$ cat config.mk
export PLATFORM = sky130hd
export DESIGN_NAME = cpu_exec
export DESIGN_NICKNAME = d
export VERILOG_FILES = /design/src/inc/cpu_ops_pkg.sv /design/src/inc/alu_if.sv /design/src/logic/op_alu.sv /design/src/logic/cpu_exec.sv
export VERILOG_INCLUDE_DIRS = /design/src /design/src/inc
export SDC_FILE = /design/constraint.sdc
export NUM_CORES = 1
export LEC_CHECK = 0
export BUFFER_PORTS_ARGS = -buffer_cell sky130_fd_sc_hd__buf_2
export CORE_MARGIN = 5
export CORE_UTILIZATION = 40
export CTS_CLUSTER_DIAMETER = 40
export DETAILED_ROUTE_END_ITERATION = 10
export PLACE_DENSITY = 0.64
export SETUP_SLACK_MARGIN = 0.02
export SYNTH_ARGS = -nofsm -noshare
export SYNTH_HDL_FRONTEND = slang
export SYNTH_SLANG_ARGS = --single-unit
$ cat constraint.sdc
create_clock -name i_clk -period 9.6 [get_ports i_clk]
set_clock_uncertainty 0.2 [all_clocks]
set_input_delay 0.48 -clock i_clk [delete_from_list [all_inputs] [get_ports i_clk]]
set_output_delay 0.48 -clock i_clk [all_outputs]
set_load 0.05 [all_outputs]
$ cat src/inc/cpu_ops_regs.svh
// Constants for the add, shift, bit and branch execution block
`ifndef CPU_OPS_REGS_SVH
`define CPU_OPS_REGS_SVH
`define FILE_ADDR_W   7
`define DATA_W        8
`define PC_W          15
`define BRANCH_OFS_W  9
`define BIT_SEL_W     3
`define HALF_BIT      4
`define PC_RESET      15'h0000
`define ACCUM_RESET   8'h00
`endif

$ cat src/inc/cpu_ops_pkg.sv
// Types shared by the execution block and its arithmetic unit
package cpu_ops_pkg;
  typedef enum logic [2:0] {
    op_none,
    add_accum_to_file_op,
    add_with_carry_to_file_op,
    arith_shift_right_op,
    bit_clear_op,
    skip_if_bit_low_op,
    rel_jump_op
  } op_t;
  typedef struct packed {
    logic carry;
    logic half;
    logic zero;
  } flags_t;
endpackage : cpu_ops_pkg

$ cat src/inc/alu_if.sv
// Operand and result bundle between the execution block and its arithmetic unit
`timescale 1ns/1ps
`include "cpu_ops_regs.svh"
interface alu_if;
  import cpu_ops_pkg::*;
  op_t                 op;
  logic [`DATA_W-1:0]  accum;
  logic [`DATA_W-1:0]  fval;
  logic [2:0]          bsel;
  logic                cin;
  logic [`DATA_W-1:0]  result;
  flags_t              flags_out;
  modport core (output op, accum, fval, bsel, cin, input result, flags_out);
  modport alu  (input op, accum, fval, bsel, cin, output result, flags_out);
endinterface : alu_if

$ cat src/logic/op_alu.sv
// Combinational arithmetic unit: add, add with carry, shift, bit clear
`timescale 1ns/1ps
`include "cpu_ops_regs.svh"
module op_alu (
  // Operand and result bundle
  alu_if.alu a
);
  import cpu_ops_pkg::*;
  logic [`DATA_W:0]   sum;
  logic [`HALF_BIT:0] half_sum;
  logic               cin_eff;
  always_comb begin
    cin_eff     = (a.op == add_with_carry_to_file_op) ? a.cin : 1'b0;
    sum         = {1'b0, a.accum} + {1'b0, a.fval} + {8'h00, cin_eff};
    half_sum    = {1'b0, a.accum[3:0]} + {1'b0, a.fval[3:0]} + {4'h0, cin_eff};
    a.result    = a.fval;
    a.flags_out = '{carry: a.cin, half: 1'b0, zero: 1'b0};
    case (a.op)
      add_accum_to_file_op, add_with_carry_to_file_op: begin
        a.result          = sum[`DATA_W-1:0];
        a.flags_out.carry = sum[`DATA_W];
        a.flags_out.half  = half_sum[`HALF_BIT];
      end
      arith_shift_right_op: begin
        a.result          = {a.fval[7], a.fval[7:1]};
        a.flags_out.carry = a.fval[0];
      end
      bit_clear_op: begin
        a.result          = a.fval & ~(8'h01 << a.bsel);
      end
      default: begin
        a.result          = a.fval;
      end
    endcase
    a.flags_out.zero = (a.result == 8'h00);
  end
endmodule : op_alu

$ cat src/logic/cpu_exec.sv
// Execution stage for add, add with carry, shift, bit clear, bit skip, branch
//
// Functional notes
// - Add accumulator and file register 0..127; update carry, half, zero flags.
// - Add result to accumulator when dest is 0, to file when 1.
// - Add with carry sums accumulator, file register and carry; updates three flags.
// - Add with carry writes accumulator if dest clear, else data memory.
// - Shift right keeps bit 7, bit 0 to carry; only carry and zero change.
// - Bit clear zeroes selected bit 0..7; other bits and all flags unchanged.
// - Skip test: bit one runs next op; bit zero discards it, two cycles.
// - Branch loads incremented counter plus signed 9-bit offset; flags untouched.
// - Branch always takes two cycles; fetched instruction is flushed.
// - Any branch or taken skip spends an idle second cycle.
`timescale 1ns/1ps
`include "cpu_ops_regs.svh"
module cpu_exec (
  // Clock and reset
  input  wire logic                      i_clk,
  input  wire logic                      i_arst_n,
  // Decoded instruction
  input  wire logic                      i_valid,
  input  wire cpu_ops_pkg::op_t          i_op,
  input  wire logic [`FILE_ADDR_W-1:0]   i_faddr,
  input  wire logic                      i_dest,
  input  wire logic [`BIT_SEL_W-1:0]     i_bsel,
  input  wire logic [`BRANCH_OFS_W-1:0]  i_offset,
  // Data memory read value at i_faddr
  input  wire logic [`DATA_W-1:0]        i_fdata,
  // Data memory write
  output logic                           o_fwr,
  output logic [`FILE_ADDR_W-1:0]        o_fwr_addr,
  output logic [`DATA_W-1:0]             o_fwr_data,
  // Core state
  output logic [`DATA_W-1:0]             o_accum,
  output logic                           o_carry,
  output logic                           o_half_overflow_bit,
  output logic                           o_zero,
  output logic [`PC_W-1:0]               o_program_counter,
  output logic                           o_idle_slot
);
  import cpu_ops_pkg::*;

  // ********************************************************
  // Arithmetic unit
  // ********************************************************
  alu_if a ();
  op_alu u_alu (
    .a (a)
  );

  // ********************************************************
  // Next state
  // ********************************************************
  logic                    fwr, next_fwr;
  logic [`FILE_ADDR_W-1:0] fwr_addr, next_fwr_addr;
  logic [`DATA_W-1:0]      fwr_data, next_fwr_data;
  logic [`DATA_W-1:0]      accum, next_accum;
  logic                    carry, next_carry;
  logic                    half, next_half;
  logic                    zero, next_zero;
  logic [`PC_W-1:0]        pc, next_pc;
  logic                    idle, next_idle;
  logic                    run;

  always_comb begin
    // An idle slot swallows whatever decode presents: that is the flushed fetch
    run           = i_valid && !idle;
    a.op          = run ? i_op : op_none;
    a.accum       = accum;
    a.fval        = i_fdata;
    a.bsel        = i_bsel;
    a.cin         = carry;
    next_fwr      = 1'b0;
    next_fwr_addr = fwr_addr;
    next_fwr_data = fwr_data;
    next_accum    = accum;
    next_carry    = carry;
    next_half     = half;
    next_zero     = zero;
    next_pc       = pc;
    next_idle     = 1'b0;
    if (idle) begin
      next_pc = pc;
    end else if (run) begin
      next_pc = pc + 15'h0001;
      case (i_op)
        add_accum_to_file_op, add_with_carry_to_file_op: begin
          next_carry = a.flags_out.carry;
          next_half  = a.flags_out.half;
          next_zero  = a.flags_out.zero;
          if (i_dest) begin
            next_fwr      = 1'b1;
            next_fwr_addr = i_faddr;
            next_fwr_data = a.result;
          end else begin
            next_accum = a.result;
          end
        end
        arith_shift_right_op: begin
          next_carry = a.flags_out.carry;
          next_zero  = a.flags_out.zero;
          if (i_dest) begin
            next_fwr      = 1'b1;
            next_fwr_addr = i_faddr;
            next_fwr_data = a.result;
          end else begin
            next_accum = a.result;
          end
        end
        bit_clear_op: begin
          next_fwr      = 1'b1;
          next_fwr_addr = i_faddr;
          next_fwr_data = a.result;
        end
        skip_if_bit_low_op: begin
          if (!i_fdata[i_bsel]) begin
            next_pc   = pc + 15'h0002;
            next_idle = 1'b1;
          end
        end
        rel_jump_op: begin
          next_pc   = pc + 15'h0001 + {{(`PC_W-`BRANCH_OFS_W){i_offset[8]}}, i_offset};
          next_idle = 1'b1;
        end
        default: begin
          next_pc = pc + 15'h0001;
        end
      endcase
    end
  end

  // ********************************************************
  // Registers
  // ********************************************************
  always_ff @(posedge i_clk or negedge i_arst_n) begin
    if (!i_arst_n) begin
      fwr      <= 1'b0;
      fwr_addr <= '0;
      fwr_data <= 8'h00;
      accum    <= `ACCUM_RESET;
      carry    <= 1'b0;
      half     <= 1'b0;
      zero     <= 1'b0;
      pc       <= `PC_RESET;
      idle     <= 1'b0;
    end else begin
      fwr      <= next_fwr;
      fwr_addr <= next_fwr_addr;
      fwr_data <= next_fwr_data;
      accum    <= next_accum;
      carry    <= next_carry;
      half     <= next_half;
      zero     <= next_zero;
      pc       <= next_pc;
      idle     <= next_idle;
    end
  end

  assign o_fwr               = fwr;
  assign o_fwr_addr          = fwr_addr;
  assign o_fwr_data          = fwr_data;
  assign o_accum             = accum;
  assign o_carry             = carry;
  assign o_half_overflow_bit = half;
  assign o_zero              = zero;
  assign o_program_counter   = pc;
  assign o_idle_slot         = idle;

  // ********************************************************
  // Checks
  // ********************************************************
  add_dest_acc_a: assert property (@(posedge i_clk) disable iff (!i_arst_n)
    (run && i_op == add_accum_to_file_op && !i_dest)
      |=> (accum == 8'($past(a.accum) + $past(i_fdata))) && !fwr)
    else $error("add to accumulator wrong");
  add_dest_file_a: assert property (@(posedge i_clk) disable iff (!i_arst_n)
    (run && i_op == add_with_carry_to_file_op && i_dest)
      |=> fwr && fwr_data == 8'($past(a.accum) + $past(i_fdata) + 8'($past(carry))) && $stable(accum))
    else $error("add with carry to file wrong");
  add_carry_a: assert property (@(posedge i_clk) disable iff (!i_arst_n)
    (run && i_op == add_accum_to_file_op)
      |=> carry == (({1'b0, $past(accum)} + {1'b0, $past(i_fdata)}) > 9'h0ff))
    else $error("carry out of bit 7 wrong");
  shift_flags_a: assert property (@(posedge i_clk) disable iff (!i_arst_n)
    (run && i_op == arith_shift_right_op)
      |=> carry == $past(i_fdata[0]) && $stable(half))
    else $error("shift flags wrong");
  clear_bit_a: assert property (@(posedge i_clk) disable iff (!i_arst_n)
    (run && i_op == bit_clear_op)
      |=> fwr && fwr_data[$past(i_bsel)] == 1'b0 && fwr_addr == $past(i_faddr)
          && ((fwr_data | (8'h01 << $past(i_bsel))) == ($past(i_fdata) | (8'h01 << $past(i_bsel))))
          && $stable(carry) && $stable(zero) && $stable(half))
    else $error("bit clear wrong");
  skip_taken_a: assert property (@(posedge i_clk) disable iff (!i_arst_n)
    (run && i_op == skip_if_bit_low_op && !i_fdata[i_bsel])
      |=> idle ##1 !idle)
    else $error("skip did not idle one cycle");
  skip_not_a: assert property (@(posedge i_clk) disable iff (!i_arst_n)
    (run && i_op == skip_if_bit_low_op && i_fdata[i_bsel]) |=> !idle && pc == $past(pc) + 15'h0001)
    else $error("untaken skip stalled");
  jump_target_a: assert property (@(posedge i_clk) disable iff (!i_arst_n)
    (run && i_op == rel_jump_op)
      |=> idle && pc == 15'($past(pc) + 15'h0001 + {{6{$past(i_offset[8])}}, $past(i_offset)}) ##1 $stable(pc))
    else $error("branch target or idle wrong");
  idle_no_write_a: assert property (@(posedge i_clk) disable iff (!i_arst_n)
    idle |=> !fwr && $stable(accum) && $stable(carry))
    else $error("idle slot changed state");
endmodule : cpu_exec

==> flow_summary.ini <==
[power_and_ir_drop]
finalPower_uw = 1140
p_sw_share_pct = 53.4
p_sw_uw = 611
seqPwrFrac_pct = 26.9
p_comb_share_pct = 62.1
power_density_nw_per_um2 = 264
p_leak_uw = 0.00193
peakVddDrop_uv = 119
pwr-share-clk_pct = 11.0
p_int_uw = 534

[layout]
syn2layout_area_growth_pct = 14.6
multiInputGateArea_um2 = 2560
drive_gt1_share_pct = 23.0
layout.cells.most_common_list = buf_2 (76), nand2_1 (43), dfrtp_1 (43), nor2_1 (33), o21ai_0 (25)
nFillCells = 926
final_nets = 564
fin_cells = 634
layout.area.seq_um2 = 1080
final_common_cell = buf_2
num_antenna_cells = 0

[timing]
fmax_ghz = 0.264
layout_setup_ws_ps = 5820
finalHoldViolations = 0
setup_viol = 0
period_share_pct = 39.4
maxSlewViolCount = 0
rsz0062_at_grt = false
tns_ps = 0
worst_slew_pin_slew_ps = 1020
hold_slack_ps = 132
fin_crit_ps = 3780
slew_headroom_pct = 31.6

[job]
maxCapViolCount = 0

[cts]
cts-root-buf = clkbuf_8
cts_tree = built
cts_buffer_depth = 2
cts_resized = 0
ctsHoldBuffers = 0
cts_post_setup_buffers_inserted = 0
cts.sinks = 43
numCtsBuffers = 5
htree_levels = 2
clkTransAtPathRegs_ps = 100
clk_latency_ps = 310

[routing]
wl_per_cell_um = 16.8
wirelength_mm = 10.7
drt_iter0_markers = 174
firstDrtPassIters = 4
ant_nets = 0
viasPerCell = 5.65
vias = 3585
drc = 0

[worst_setup_path]
max_stage_delay_ps = 650
path_delay_family = simple AND/OR/NAND/NOR gates
cp_max_fo = 15
rrSetupSlack_ps = 5820
worstRegToRegCells = 13
worstPathCellList = ha_1 > nand3_1 > or2_0 > nor2_1 > xnor2_1 > ha_1 > nand2_1 > o21ai_1 > nand3_1 > o211a_1 > o21ai_0 > xor2_1 > a211o_1
cp_slowest_cell = dfrtp_1
cp.arrival_ps = 3780
cp-end-kind = register
rr_endpoint = o_program_counter[13]$_DFFE_PN0P_
critPathBufInv = 0
r2r_start = o_program_counter[0]$_DFFE_PN0P_
start_kind = register
required_ps = 9600
critPathKind = reg2reg

[logic_synthesis]
yosys-top-cells-area = dfrtp_1 (28%), ha_1 (7.6%), mux2_2 (5.4%)
synth_top_area_cell = dfrtp_1
synth-edff-count = 0
synth_top_area_share_pct = 28.4
synthesis.nets = 499
synth_cells = 439
syn-cell-area_um2 = 3780
synth.ff_latch_count = 43
syn_avg_cell_area_um2 = 8.62
synth_cell_types = 65
ys_seq_area_share_pct = 28.4
ys_warn_count = 0
synth_ff_type = dfrtp_1
ys_async_sr_fraction_pct = 100

[hold_path]
hp-class = in2async

[placement]
gp_congestion = 0.912
hpwlAfterDp_mm = 8.28
dp_slack_ps = 5880
io_buffers = 76
dp.cells = 626

[floorplanning]
coreArea_um2 = 9240
die_h_um = 107
num_io_pins = 77
start_util_pct = 40.9
die_area_um2 = 11500
placementRows = 35
die_x_um = 107

[global_routing]
grt_start_max_net_pins = 44
grt_first_pass_wirelength_mm = 17.5
grt.overflow.total = 0
grt_use_total_pct = 18.7
first_global_vias = 3528
antenna_found_initial = 0

[status]
status = finished clean
kinds of logic after synthesis:
group           after synthesis  synth area share, %
compound gates              131                 23.8
fa+ha+maj                    26                 9.19
flops                        43                 28.4
simple gates                152                 20.5
mux                          27                 7.74
buf+inv                      32                 3.87
xor+xnor                     28                 6.48
registers in the layout, summed over array words and instances (netlist names):
signal / count
o_carry: 1
o_fwr_data: 8
o_accum: 8
o_half_overflow_bit: 1
o_program_counter: 15
o_idle_slot: 1
o_zero: 1
o_fwr: 1
o_fwr_addr: 7
how the worst max path moves through the flow:
| stage | from | to | slack, ps | cells after the start |
|---|---|---|---|---|
| after CTS | o_program_counter[0]$_DFFE_PN0P_ | o_program_counter[13]$_DFFE_PN0P_ | 5850 | 13 |
| after floorplan | o_program_counter[1]$_DFFE_PN0P_ | o_program_counter[14]$_DFFE_PN0P_ | 6000 | 14 |
| after detailed placement | o_program_counter[0]$_DFFE_PN0P_ | o_program_counter[13]$_DFFE_PN0P_ | 5880 | 13 |
| final | o_program_counter[0]$_DFFE_PN0P_ | o_program_counter[13]$_DFFE_PN0P_ | 5820 | 13 |
| after global routing | o_program_counter[0]$_DFFE_PN0P_ | o_program_counter[13]$_DFFE_PN0P_ | 5570 | 13 |
| after global placement | o_program_counter[0]$_DFFE_PN0P_ | o_program_counter[14]$_DFFE_PN0P_ | 5970 | 12 |
Yosys cell counts (all sizes together) (10+ instances only):
library cell	instances
a211oi	12
a21oi	22
clkbuf	12
dfrtp	43
ha	23
inv	11
mux2	18
nand2	43
nand2b	10
nand3	11
nor2	33
nor3	11
o21ai	33
xnor2	18
xor2	10
through the flow:
| step | cell area (µm²) | utilization, % |
|---|---|---|
| floorplan | 3780 | - |
| global placement | 4240 | 45.9 |
| detailed placement | 4240 | 45.9 |
| CTS | 4340 | 46.9 |
| global route | 4340 | 46.9 |
| finish | 4340 | 46.9 |
power groups by stage:
| stage | sequential [µW] | clock [µW] | combinational, µW |
|---|---|---|---|
| after floorplan | 479 | 0 | 370 |
| after global placement | 307 | 0 | 703 |
| after detailed placement | 311 | 0 | 707 |
| after CTS | 308 | 130 | 711 |
| after global routing | 319 | 139 | 768 |
| final | 308 | 126 | 711 |
per-layer routing:
metal  up-vias  global-route usage [%]  wire length, µm
met5         -                       0                0
met4         0                    5.30              196
met3        12                    2.82              539
met2       116                    31.5             5060
met1      1699                    24.9             4850
li1       1758                       -                -
worst register-to-register path, delay by kind of cell (launching register included):
kind	cells	cell delay [ps]
xor+xnor	2	200
simple gates	5	1030
flops	1	650
fa+ha+maj	2	730
compound gates	4	870
area by class of cell:
type	instances	share of cell area, %
clock buffers	5	1.59
inverters	11	0.952
well taps	129	3.72
multi-input cells	364	59.0
clock inverters	3	0.606
flip-flops and latches	43	24.8
repair buffers	79	9.29
No activity file was read; power rests on OpenSTA's default activity.
